**config.mk**
```make
export PLATFORM = sky130hd
export DESIGN_NAME = tvu_trap_unit
export DESIGN_NICKNAME = d
export VERILOG_FILES = /design/src/logic/tvu_pkg.sv /design/src/logic/tvu_trap_unit.sv
export VERILOG_INCLUDE_DIRS = /design/src /design/src/logic
export SDC_FILE = /design/constraint.sdc
export NUM_CORES = 1
export LEC_CHECK = 0
export BUFFER_PORTS_ARGS = -buffer_cell sky130_fd_sc_hd__buf_2
export CAP_MARGIN = 10
export CORE_ASPECT_RATIO = 0.8
export CORE_MARGIN = 2
export CORE_UTILIZATION = 50
export DETAILED_ROUTE_END_ITERATION = 16
export PLACE_DENSITY = 0.83
export SLEW_MARGIN = 20
export SYNTH_ARGS = -nofsm -noshare
export SYNTH_HDL_FRONTEND = slang
export SYNTH_SLANG_ARGS = --single-unit
```
**constraint.sdc**
```tcl
create_clock -name clock_i -period 4.7 [get_ports clock_i]
set_input_delay 0.235 -clock clock_i [delete_from_list [all_inputs] [get_ports clock_i]]
set_output_delay 0.235 -clock clock_i [all_outputs]
set_load 0.01 [all_outputs]
```
**src/logic/tvu_cfg.svh**
```systemverilog
// constants for the trap vectoring unit: offsets, fields, codes, vectors
`ifndef TVU_CFG_SVH
`define TVU_CFG_SVH
// register map (word addresses on the plain register port)
`define TVU_ADDR_VBASE   4'h0
`define TVU_ADDR_STATE   4'h1
`define TVU_ADDR_PC      4'h2
`define TVU_ADDR_NPC     4'h3
`define TVU_ADDR_SAVEPC  4'h4
`define TVU_ADDR_SAVENPC 4'h5
// field layout of the vector base register
`define TVU_TBA_LSB      12
`define TVU_TT_LSB       4
`define TVU_TT_W         8
`define TVU_LOW_W        4
// reset vector and counter step
`define TVU_RESET_PC     32'h0000_0000
`define TVU_RESET_NPC    32'h0000_0004
`define TVU_PC_STEP      32'h0000_0004
// trap type codes
`define TVU_TT_DSE       8'h2b
`define TVU_TT_IMISS     8'h3c
`define TVU_TT_IAERR     8'h21
`define TVU_TT_RFERR     8'h20
`define TVU_TT_IAEXC     8'h01
`define TVU_TT_PRIV      8'h03
`define TVU_TT_ILL       8'h02
`define TVU_TT_FPDIS     8'h04
`define TVU_TT_CPDIS     8'h24
`define TVU_TT_FLUSH     8'h25
`define TVU_TT_WATCH     8'h0b
`define TVU_TT_WOVF      8'h05
`define TVU_TT_WUNF      8'h06
`define TVU_TT_ALIGN     8'h07
`define TVU_TT_FPEXC     8'h08
`define TVU_TT_CPEXC     8'h28
`define TVU_TT_DAERR     8'h29
`define TVU_TT_DMISS     8'h2c
`define TVU_TT_DAEXC     8'h09
`define TVU_TT_TAG       8'h0a
`define TVU_TT_DIV0      8'h2a
`define TVU_TT_SW_BASE   8'h80
`define TVU_TT_IRQ_BASE  8'h10
`define TVU_TT_IMPL_BASE 8'h60
`define TVU_IRQ_MAX      4'hf
`define TVU_NUM_EXC      21
`endif

```
**src/logic/tvu_pkg.sv**
```systemverilog
// types shared by the trap vectoring unit
package tvu_pkg;
   typedef enum logic [0:0] {
      TVU_RUN   = 1'b0,   // executing, traps may be taken
      TVU_ERROR = 1'b1    // halted, waits for external reset
   } tvu_mode_t;
endpackage : tvu_pkg

```
**src/logic/tvu_trap_unit.sv**
```systemverilog
// trap vectoring unit: trap encoding, priority, entry and error state
//
// Behaviour
// - software writes table base, upper 20 bits
// - non-reset traps write unique 8-bit type
// - low four base bits read zero
// - hardware codes below 0x80, software above
// - 0x60-0x7F implementation traps, rest reserved
// - precise trap while disabled halts into error
// - error entry skips window and counter saves
// - error keeps type, except return-from-trap trap
// - reset trap sets pc 0, npc 4
// - reset initialises enable and supervisor bits
// - reset trap leaves trap type untouched
// - smallest priority number wins, reset first
// - access fault codes at priorities 2 to 5
// - privilege, illegal, disabled codes at 6-8
// - window, alignment, fp/cp codes at 9-11
// - data access, tag, divide codes at 12-15
// - trap instruction at priority 16, 0x80-0xFF
// - interrupt level n uses 0x10+n
// - entry clears enable, saves and sets supervisor
// - entry decrements window pointer modulo count
// - entry saves pc and npc for locals 17/18
// - non-reset entry vectors to base, base+4
`timescale 1ns/1ps
`default_nettype none
`include "tvu_cfg.svh"

module tvu_trap_unit #(
   parameter int WINDOW_COUNT = 8,                 // implemented register windows
   parameter int CWP_W        = 3                  // width of window pointer
) (
   input  wire logic                     clock_i,          // core clock, 200 MHz
   input  wire logic                     rst_n_i,          // async reset, active low
   // register port
   input  wire logic [3:0]               reg_addr_i,       // word address
   input  wire logic [31:0]              reg_wdata_i,      // write data
   input  wire logic                     reg_wr_i,         // write strobe
   input  wire logic                     reg_rd_i,         // read strobe
   output logic      [31:0]              reg_rdata_o,      // read data, one cycle later
   // trap sources from the core, same clock
   input  wire logic [`TVU_NUM_EXC-1:0]  exc_req_i,        // precise exception requests
   input  wire logic                     sw_trap_i,        // trap instruction condition true
   input  wire logic [6:0]               sw_trap_num_i,    // low bits of software trap code
   input  wire logic                     impl_exc_i,       // implementation exception
   input  wire logic [4:0]               impl_num_i,       // its code offset
   input  wire logic                     return_from_trap_instr_i,           // exception raised by return-from-trap
   input  wire logic                     async_exc_i,      // deferred or interrupting exception
   input  wire logic                     boundary_i,       // between instructions
   input  wire logic [31:0]              cur_pc_i,         // program counter of core
   input  wire logic [31:0]              cur_npc_i,        // next program counter of core
   input  wire logic                     psr_wr_i,         // software writes mode bits
   input  wire logic                     psr_et_i,         // value for trap enable bit
   input  wire logic                     psr_s_i,          // value for supervisor bit
   input  wire logic [3:0]               pil_i,            // processor interrupt level
   // pins from outside the clock domain
   input  wire logic                     ext_reset_req_i,  // external reset request
   input  wire logic [3:0]               irl_i,            // interrupt request level
   // state of the block
   output logic                          trap_enable_o,    // trap enable bit
   output logic                          supervisor_o,     // supervisor bit
   output logic                          prev_priv_o,      // previous privilege bit
   output logic      [CWP_W-1:0]         cwp_o,            // current window pointer
   output logic      [31:0]              pc_o,             // program counter
   output logic      [31:0]              npc_o,            // next program counter
   output logic      [31:0]              save_pc_o,        // value for local register 17
   output logic      [31:0]              save_npc_o,       // value for local register 18
   output logic                          save_we_o,        // pulse: write locals of new window
   output logic                          trap_taken_o,     // pulse: trap entry done
   output logic                          error_mode_o      // halted in error state
);
   import tvu_pkg::*;

   // ----------------------------------------------------------------
   // pin synchronisers
   // ----------------------------------------------------------------
   logic       rst_req_s1_ff, rst_req_ff;   // reset request, two stages
   logic [3:0] irl_s1_ff, irl_ff;           // interrupt level, two stages

   // level pins only: a changing level may be seen one cycle late, and its bits may settle
   // in different cycles, so the second stage can decode a torn level for a cycle
   always_ff @(posedge clock_i or negedge rst_n_i) begin
      if (!rst_n_i) begin
         rst_req_s1_ff <= 1'b0;
         rst_req_ff    <= 1'b0;
         irl_s1_ff     <= 4'h0;
         irl_ff        <= 4'h0;
      end else begin
         rst_req_s1_ff <= ext_reset_req_i;
         rst_req_ff    <= rst_req_s1_ff;
         irl_s1_ff     <= irl_i;
         irl_ff        <= irl_s1_ff;
      end
   end

   // ----------------------------------------------------------------
   // trap type encoding and priority
   // ----------------------------------------------------------------
   // exception codes, index 0 is highest priority; ties in the table keep index order
   localparam logic [7:0] EXC_TT [`TVU_NUM_EXC] = '{
      `TVU_TT_DSE, `TVU_TT_IMISS,
      `TVU_TT_IAERR, `TVU_TT_RFERR, `TVU_TT_IAEXC,
      `TVU_TT_PRIV, `TVU_TT_ILL,
      `TVU_TT_FPDIS, `TVU_TT_CPDIS, `TVU_TT_FLUSH, `TVU_TT_WATCH,
      `TVU_TT_WOVF, `TVU_TT_WUNF, `TVU_TT_ALIGN,
      `TVU_TT_FPEXC, `TVU_TT_CPEXC,
      `TVU_TT_DAERR, `TVU_TT_DMISS, `TVU_TT_DAEXC,
      `TVU_TT_TAG, `TVU_TT_DIV0
   };

   logic       exc_any;     // any table exception pending
   logic [7:0] exc_tt;      // code of the highest one

   // first set bit wins: smallest priority number
   always_comb begin
      exc_any = 1'b0;
      exc_tt  = 8'h00;
      for (int i = `TVU_NUM_EXC - 1; i >= 0; i--) begin
         if (exc_req_i[i]) begin
            exc_any = 1'b1;
            exc_tt  = EXC_TT[i];
         end
      end
   end

   // interrupt accepted above mask, level 15 unmaskable
   wire       irq_ok  = (irl_ff != 4'h0) &&
                        ((irl_ff == `TVU_IRQ_MAX) || (irl_ff > pil_i));
   wire [7:0] irq_tt  = `TVU_TT_IRQ_BASE | {4'h0, irl_ff};
   wire [7:0] sw_tt   = `TVU_TT_SW_BASE | {1'b0, sw_trap_num_i};
   wire [7:0] impl_tt = `TVU_TT_IMPL_BASE | {3'h0, impl_num_i};

   // precise sources: table exceptions, then trap instruction, then implementation
   wire       precise_any = exc_any | sw_trap_i | impl_exc_i;
   wire [7:0] precise_tt  = exc_any ? exc_tt : (sw_trap_i ? sw_tt : impl_tt);
   wire [7:0] win_tt      = precise_any ? precise_tt : irq_tt;

   // ----------------------------------------------------------------
   // trap state
   // ----------------------------------------------------------------
   tvu_mode_t         mode_ff;          // run or error
   logic [31:12]      tba_ff;           // table base field
   logic [7:0]        tt_ff;            // trap type code
   logic              et_ff;            // trap enable bit
   logic              s_ff;             // supervisor bit
   logic              ps_ff;            // previous privilege bit
   logic [CWP_W-1:0]  cwp_ff;           // current window pointer
   logic [31:0]       pc_ff;            // program counter
   logic [31:0]       npc_ff;           // next program counter
   logic [31:0]       spc_ff;           // counter saved for local 17
   logic [31:0]       snpc_ff;          // counter saved for local 18
   logic              save_we_ff;       // write pulse for the locals
   logic              taken_ff;         // trap or reset entry pulse
   logic [31:0]       rdata_ff;         // read data register

   wire [31:0] vbase = {tba_ff, tt_ff, {`TVU_LOW_W{1'b0}}};
   wire        run   = (mode_ff == TVU_RUN);

   // event decode; reset outranks every other source, so the three never coincide
   wire do_reset   = rst_req_ff;
   // a deferred or interrupting exception has no code of its own: it rides on the table
   // source that names it; with the enable bit low that source is dropped, not halted on
   wire do_trap    = run && !do_reset && boundary_i && et_ff &&
                     (precise_any || irq_ok);
   wire do_error   = run && !do_reset && boundary_i && !et_ff && precise_any &&
                     !async_exc_i;
   // wrap by hand: a window count below a power of two must not reach unused codes
   wire [CWP_W-1:0] nxt_cwp = (cwp_ff == '0) ? CWP_W'(WINDOW_COUNT - 1)
                                             : cwp_ff - 1'b1;
   wire [31:0] nxt_vbase = {tba_ff, win_tt, {`TVU_LOW_W{1'b0}}};

   // mode machine; only reset leaves the error state
   always_ff @(posedge clock_i or negedge rst_n_i) begin
      if (!rst_n_i) begin
         mode_ff <= TVU_RUN;
      end else if (do_reset) begin
         mode_ff <= TVU_RUN;
      end else if (do_error) begin
         mode_ff <= TVU_ERROR;
      end
   end

   // mode bits of the processor state word
   always_ff @(posedge clock_i or negedge rst_n_i) begin
      if (!rst_n_i) begin
         et_ff <= 1'b0;
         s_ff  <= 1'b1;
         ps_ff <= 1'b0;
      end else if (do_reset) begin
         et_ff <= 1'b0;
         s_ff  <= 1'b1;
      end else if (do_trap) begin
         et_ff <= 1'b0;
         ps_ff <= s_ff;
         s_ff  <= 1'b1;
      end else if (psr_wr_i && run) begin
         et_ff <= psr_et_i;
         s_ff  <= psr_s_i;
      end
   end

   // trap type: normal traps and the single error case write it, reset never does
   always_ff @(posedge clock_i or negedge rst_n_i) begin
      if (!rst_n_i) begin
         tt_ff <= 8'h00;               // undefined after power-up, zero here
      end else if (do_reset) begin
         tt_ff <= tt_ff;
      end else if (do_trap) begin
         tt_ff <= win_tt;
      end else if (do_error && return_from_trap_instr_i) begin
         tt_ff <= precise_tt;
      end
   end

   // table base: software write only; the type field beside it is written by hardware traps alone
   // low twelve bits of a write are dropped: type and zero field belong to hardware
   always_ff @(posedge clock_i or negedge rst_n_i) begin
      if (!rst_n_i) begin
         tba_ff <= '0;
      end else if (reg_wr_i && reg_addr_i == `TVU_ADDR_VBASE) begin
         tba_ff <= reg_wdata_i[31:`TVU_TBA_LSB];
      end
   end

   // window pointer and saved counters; skipped on error entry
   // the core writes the locals of the new window one cycle after entry, on the pulse
   always_ff @(posedge clock_i or negedge rst_n_i) begin
      if (!rst_n_i) begin
         cwp_ff     <= '0;
         spc_ff     <= 32'h0;
         snpc_ff    <= 32'h0;
         save_we_ff <= 1'b0;
      end else begin
         save_we_ff <= do_trap;
         if (do_trap) begin
            cwp_ff  <= nxt_cwp;
            spc_ff  <= cur_pc_i;
            snpc_ff <= cur_npc_i;
         end
      end
   end

   // program counters
   always_ff @(posedge clock_i or negedge rst_n_i) begin
      if (!rst_n_i) begin
         pc_ff    <= `TVU_RESET_PC;
         npc_ff   <= `TVU_RESET_NPC;
         taken_ff <= 1'b0;
      end else begin
         taken_ff <= do_trap | do_reset;
         if (do_reset) begin
            pc_ff  <= `TVU_RESET_PC;
            npc_ff <= `TVU_RESET_NPC;
         end else if (do_trap) begin
            pc_ff  <= nxt_vbase;
            npc_ff <= nxt_vbase + `TVU_PC_STEP;
         end
      end
   end

   // ----------------------------------------------------------------
   // register read port
   // ----------------------------------------------------------------
   // state word: enable, supervisor, previous, mode, then window pointer from bit 4
   wire [31:0] state_word = {{(32-CWP_W-4){1'b0}}, cwp_ff, mode_ff, ps_ff, s_ff, et_ff};
   // unmapped addresses read zero
   wire [31:0] rd_mux =
      (reg_addr_i == `TVU_ADDR_VBASE)   ? vbase   :
      (reg_addr_i == `TVU_ADDR_STATE)   ? state_word :
      (reg_addr_i == `TVU_ADDR_PC)      ? pc_ff   :
      (reg_addr_i == `TVU_ADDR_NPC)     ? npc_ff  :
      (reg_addr_i == `TVU_ADDR_SAVEPC)  ? spc_ff  :
      (reg_addr_i == `TVU_ADDR_SAVENPC) ? snpc_ff : 32'h0;

   // data stand only in the cycle after the strobe
   always_ff @(posedge clock_i or negedge rst_n_i) begin
      if (!rst_n_i) begin
         rdata_ff <= 32'h0;
      end else begin
         rdata_ff <= reg_rd_i ? rd_mux : 32'h0;
      end
   end

   // every output is a register bit; no logic after the flops
   assign reg_rdata_o   = rdata_ff;
   assign trap_enable_o = et_ff;
   assign supervisor_o  = s_ff;
   assign prev_priv_o   = ps_ff;
   assign cwp_o         = cwp_ff;
   assign pc_o          = pc_ff;
   assign npc_o         = npc_ff;
   assign save_pc_o     = spc_ff;
   assign save_npc_o    = snpc_ff;
   assign save_we_o     = save_we_ff;
   assign trap_taken_o  = taken_ff;
   assign error_mode_o  = mode_ff;
endmodule : tvu_trap_unit
`default_nettype wire

```
==> impl_metrics.env, run 1 <==
export IMPL_status="complete, no violations"
export IMPL_grt_pass1_wl_um=36900
export IMPL_critPathBufInv=2
export IMPL_slew_violations=0
export IMPL_vias=7411
export IMPL_vdd_drop_max_uv=227
export IMPL_layout_drive_gt1_share=0.335
export IMPL_dp_hpwl_um=15600
export IMPL_grt_pass1_vias=7090
export IMPL_clk_pin_slew_ns=0.07
export IMPL_htreeDepth=4
export IMPL_setup_slack_ns=1.38
export IMPL_leakage_nw=5.42
export IMPL_cts_hold_buf=46
export IMPL_syn_inst=820
export IMPL_rsz0062_at_grt="false"
export IMPL_gr_total_overflow=0
export IMPL_fillerInstances=1237
export IMPL_multiInputGateArea_mm2=0.00313
export IMPL_path_delay_family="buffers and inverters"
export IMPL_start_util=0.505
export IMPL_cpPeakStageDelay_ns=0.58
export IMPL_io_pins=323
export IMPL_cts_resized_gates=0
export IMPL_post_cts_setup_buffers=0
export IMPL_synth_seq_cells=171
export IMPL_crit_chain="ha_1, and4_1, a21o_1, a31o_2, a21o_2, inv_4, buf_4, nand2_1, o21ai_1"
export IMPL_setup_viol=0
export IMPL_cts_buffers=17
export IMPL_clock_path_buffers=2
export IMPL_drc_errors=0
export IMPL_finalNonFillerCells=1348
export IMPL_place_ws_ns=1.20
export IMPL_grt_max_degree=172
export IMPL_critPathSlowestCell="buf_4"
export IMPL_synth_common_cells="nand2_1 (255), dfrtp_1 (170), buf_4 (36), clkbuf_1 (33), a222oi_1 (28)"
export IMPL_ant_nets=0
export IMPL_final_hold_violation_count=0
export IMPL_vias_per_cell=5.50
export IMPL_drt_wirelength_per_cell_um=17.8
export IMPL_routed_wl_um=23900
export IMPL_worstPathMaxFanout=69
export IMPL_power_mw=4.19
export IMPL_slew_headroom=0.298
export IMPL_fin_util=0.667
export IMPL_tightest_slew_ns=1.05
export IMPL_die_y_um=116
export IMPL_cp_end_kind="flip-flop"
export IMPL_arrival_ns=3.66
export IMPL_antenna_found_initial=0
export IMPL_crit_type="flip-flop to flip-flop"
export IMPL_nets=1280
export IMPL_cp_start_kind="flip-flop"
export IMPL_clock_sinks=171
export IMPL_skew_ns=0.0102
export IMPL_area_growth_pct=32.0
export IMPL_yosysMostFrequentCell="nand2_1"
export IMPL_ys_warn_count=0
export IMPL_area_sequential_mm2=0.00428
export IMPL_drtPass1Iterations=7
export IMPL_p_per_area_mw_per_mm2=403
export IMPL_clk_latency_ns=0.42
export IMPL_fp_row_count=41
export IMPL_cap_violations=0
export IMPL_numPortBuffers=302
export IMPL_hold_path_class="primary input to flip-flop"
export IMPL_grt_usage=0.286
export IMPL_gp_congestion=0.933
export IMPL_syn_cell_area_mm2=0.00788
export IMPL_synth_edf_count=0
export IMPL_crit_required_ns=5.05
export IMPL_core_area_mm2=0.0156
export IMPL_drt_iter0_markers=630
export IMPL_die_area_mm2=0.0168
export IMPL_synthDistinctLibCells=61
export IMPL_die_w_um=144
export IMPL_netlist_top_cells_area="dfrtp_1 (54%), nand2_1 (12%), a222oi_1 (3.6%)"
export IMPL_setup_tns_ns=0
export IMPL_synthArstFlopShare=1.00
export IMPL_cts_tree="yes"
export IMPL_n_antenna_cell=0
export IMPL_root_buffer="clkbuf_16"
export IMPL_ys_seq_area_frac=0.543
export IMPL_synth_avg_cell_area_um2=9.61
export IMPL_synth_top_area_frac=0.540
export IMPL_dp_cells=1269
export IMPL_yosysTopAreaCell="dfrtp_1"
export IMPL_period_minus_slack_ns=3.32
export IMPL_synth_flop_cell="dfrtp_1"
export IMPL_period_share=0.706
export IMPL_fmax_ghz=0.301
cells in the final DEF (no fill, tap or decap), types with 6 or more instances in the layout:
master         instances
a222oi_1              28
nor3_1                18
buf_2                301
conb_1                 8
ha_1                   6
inv_1                 14
nand3_1                8
nor2b_1                8
mux2_2                21
dlygate4sd3_1         47
nand2_1              255
o21ai_1               22
nor2_1                22
dfrtp_1              170
nand2b_1              24
a21boi_0              25
buf_4                  7
clkbuf_16             17
o21ai_0                8
a31oi_1                9
a2bb2oi_1              6
a21oi_1               22
path summary, 6_finish.rpt:
path / from / end / slack [ns] / cells past startpoint
worst max-delay path: irl_ff[3]$_DFF_PN0_ / npc_o[27]$_DFFE_PN0P_ / 1.38 / 9
worst min-delay path: cur_npc_i[16] / save_npc_o[16]$_DFFE_PN0P_ / 0.01 / 3
worst max register to register: irl_ff[3]$_DFF_PN0_ / npc_o[27]$_DFFE_PN0P_ / 1.38 / 9
worst min register to register: rst_req_s1_ff$_DFF_PN0_ / do_reset$_DFF_PN0_ / 0.35 / 0
max in group asynchronous: rst_n_i / save_pc_o[27]$_DFFE_PN0P_ / 3.44 / 3
min in group asynchronous: rst_n_i / save_pc_o[15]$_DFFE_PN0P_ / 0.49 / 3
flip-flops by register name (all words and copies together) (netlist names):
register	cells
tba_ff	20
save_pc_o	32
trap_taken_o	1
save_we_o	1
supervisor_o	1
irl_ff	4
do_reset	1
reg_rdata_o	32
error_mode_o	1
npc_o	28
prev_priv_o	1
tt_ff	8
rst_req_s1_ff	1
save_npc_o	32
irl_s1_ff	4
cwp_o	3
trap_enable_o	1
metal layers:
metal | track usage | vias to the layer above | wire length, µm
met2 | 0.461 | 410 | 11400
li1 | - | 3379 | -
met1 | 0.382 | 3574 | 9790
met3 | 0.0697 | 48 | 2210
met4 | 0.102 | 0 | 535
met5 | 0 | - | 0
layout make-up:
type / instances / share of cell area
Clock buffer: 19 / 0.0416
Timing Repair Buffer: 357 / 0.198
Tap cell: 215 / 0.0259
Multi-Input combinational cell: 558 / 0.301
Clock inverter: 13 / 0.0164
Sequential cell: 171 / 0.412
Inverter: 15 / 0.00565
tightest hold or removal path: stages:
cell,delay (ns)
buf_2,0.08
nand2_1,0.04
nand2_1,0.05
report_power, final:
group | internal [mW] | switching, mW
combinational | 0.369 | 0.452
clock | 0.844 | 0.594
sequential | 1.72 | 0.213
total | 2.93 | 1.26
per-stage QoR:
| stage | hold WS, ns | cell area [µm²] |
|---|---|---|
| after global routing | 0.00287 | 10400 |
| final | 0.0118 | 10400 |
| after CTS | 0.00000872 | 10400 |
| after floorplan | -0.0606 | 7900 |
| after global placement | 0.334 | 9320 |
| after detailed placement | 0.335 | 9320 |
logic make-up after synthesis:
kind of cell / Yosys count / synth area share
AOI/OAI and AO/OA: 145 / 0.133
adders and majority gates: 6 / 0.00953
buffers and inverters: 97 / 0.0651
DFF: 171 / 0.543
muxes: 28 / 0.0397
other: 2 / 0.000953
and+or+nand+nor: 371 / 0.208
Power figures use the tool's default switching activity.
==> run 2: changes to the inputs <==
CORE_UTILIZATION = 44   (was 50)
PLACE_DENSITY = 0.77   (was 0.83)
clock period = 2.9 ns   (was 4.7 ns; I/O delays follow)
==> run 2 against run 1 <==
Effect of this change: clock power rose by 57%; core utilization down 4.1 points; sequential power increased by 64%; combinational power is 67% higher; first-iteration DRC count increased by 6.3%; die area rose by 13%; maximum frequency grew 21%; global-route usage down 2.5 points; critical path depth unchanged; design area rose by 4.9%; largest cell class unchanged.
==> impl_metrics.env, run 2 (synthesis gave the netlist of run 1 again) <==
export IMPL_p_per_area_mw_per_mm2=623
export IMPL_setup_tns_ns=0
export IMPL_die_area_mm2=0.0190
export IMPL_gr_total_overflow=0
export IMPL_cp_start_kind="flip-flop"
export IMPL_cap_violations=0
export IMPL_gp_congestion=0.915
export IMPL_layout_drive_gt1_share=0.328
export IMPL_clk_pin_slew_ns=0.07
export IMPL_layout_common_cells="buf_2 (301), nand2_1 (255), dfrtp_1 (170), dlygate4sd3_1 (91), a222oi_1 (28)"
export IMPL_dr_wl_met3_um=1990
export IMPL_dp_hpwl_um=16700
export IMPL_drt_wirelength_per_cell_um=17.8
export IMPL_wl_met2_um=12200
export IMPL_hold_path_class="primary input to flip-flop"
export IMPL_skew_ns=0.0121
export IMPL_rr_worst_depth=9
export IMPL_maxUsedRoutingLayer="met4"
export IMPL_vias_per_cell=5.38
export IMPL_drtPass1Iterations=8
export IMPL_ant_nets=0
export IMPL_period_share=0.948
export IMPL_hold_path_depth=3
export IMPL_drc_errors=0
export IMPL_cts_tree="yes"
export IMPL_arrival_ns=3.10
export IMPL_nets=1333
export IMPL_design_area_mm2=0.0109
export IMPL_clock_sinks=171
export IMPL_grt_max_degree=77
export IMPL_area_growth_pct=38.5
export IMPL_setup_viol=0
export IMPL_hold_start="psr_et_i"
export IMPL_startpoint="irl_ff[3]$_DFF_PN0_"
export IMPL_clock_path_buffers=2
export IMPL_worstPathMaxFanout=32
export IMPL_cp_end_kind="flip-flop"
export IMPL_root_buffer="clkbuf_16"
export IMPL_status="complete, no violations"
export IMPL_crit_required_ns=3.25
export IMPL_drt_met1_wl_um=10500
export IMPL_core_area_mm2=0.0174
export IMPL_die_y_um=124
export IMPL_htreeDepth=4
export IMPL_grt_pass1_wl_um=38900
export IMPL_start_util=0.452
export IMPL_final_hold_violation_count=0
export IMPL_vdd_drop_max_uv=370
export IMPL_clk_latency_ns=0.42
export IMPL_crit_type="flip-flop to flip-flop"
export IMPL_tightest_slew_ns=0.632
export IMPL_drt_iter0_markers=670
export IMPL_fmax_ghz=0.364
export IMPL_cts_resized_gates=0
export IMPL_placed_area_mm2=0.00943
export IMPL_period_minus_slack_ns=2.75
export IMPL_reg2reg_slack_ns=0.15
export IMPL_numPortBuffers=302
export IMPL_fp_row_count=43
export IMPL_regToRegStartpoint="irl_ff[3]$_DFF_PN0_"
export IMPL_slew_violations=0
export IMPL_antenna_found_initial=0
export IMPL_leakage_nw=5.64
export IMPL_die_w_um=154
export IMPL_routed_wl_um=25100
export IMPL_cts_buffers=17
export IMPL_vias=7581
export IMPL_rsz0062_at_grt="false"
export IMPL_io_pins=323
export IMPL_post_cts_setup_buffers=0
export IMPL_grt_usage=0.261
export IMPL_slew_headroom=0.573
export IMPL_final_common_cell="buf_2"
export IMPL_fin_util=0.626
export IMPL_grt_pass1_vias=7272
export IMPL_n_antenna_cell=0
[run 2: layout make-up]
type	instances	area [µm²]
Timing Repair Buffer	410	2590
Clock inverter	12	136
Tap cell	225	282
Clock buffer	18	439
Multi-Input combinational cell	558	3120
Sequential cell	171	4280
Inverter	15	58.8
Fill cell	1405	6520
[run 2: worst max-delay path, stage by stage, from the launching register on]
cell and delay (ns):
dfrtp_1 0.47, ha_1 0.35, and4_1 0.22, a21o_1 0.18, a31o_2 0.25, a21o_2 0.27, inv_4 0.32, buf_4 0.40
nand2_1 0.12, nand2_1 0.08
[run 2: per-stage QoR]
step	std cells	hold WS, ns	worst slack [ns]	power, mW
global placement	1288	0.185	0.250	4.40
CTS	1409	0.0119	0.175	6.82
finish	1409	0.0314	0.150	6.79
detailed placement	1288	0.187	0.215	4.45
global route	1409	0.00774	0.0151	7.14
floorplan	826	-0.151	0.498	3.76
[run 2: repair_timing]
item / 4_1_cts / 5_1_grt
endpoints found under the setup margin: 0 / 0
endpoints found under the hold margin: 155 / 0
hold buffers: 91 / 0
[run 2: power breakdown]
group	switching, mW	internal (mW)	leakage (nW)
Sequential	0.368	2.79	2.21
Combinational	0.731	0.643	3.16
Clock	0.972	1.29	0.275
Total	2.07	4.72	5.64
[run 2: final timing paths]
check,to
min reg2reg,irl_ff[1]$_DFF_PN0_
min in group asynchronous,save_npc_o[1]$_DFFE_PN0P_
max reg2reg,save_pc_o[3]$_DFFE_PN0P_
min,trap_enable_o$_DFFE_PN0P_
max in group asynchronous,reg_rdata_o[14]$_DFF_PN0_
max,save_pc_o[3]$_DFFE_PN0P_
[run 2: routing by layer]
layer / GRT usage / up-vias
met4: 0.0722 / 0
li1: - / 3479
met2: 0.438 / 391
met3: 0.0578 / 37
met5: 0 / -
met1: 0.346 / 3674
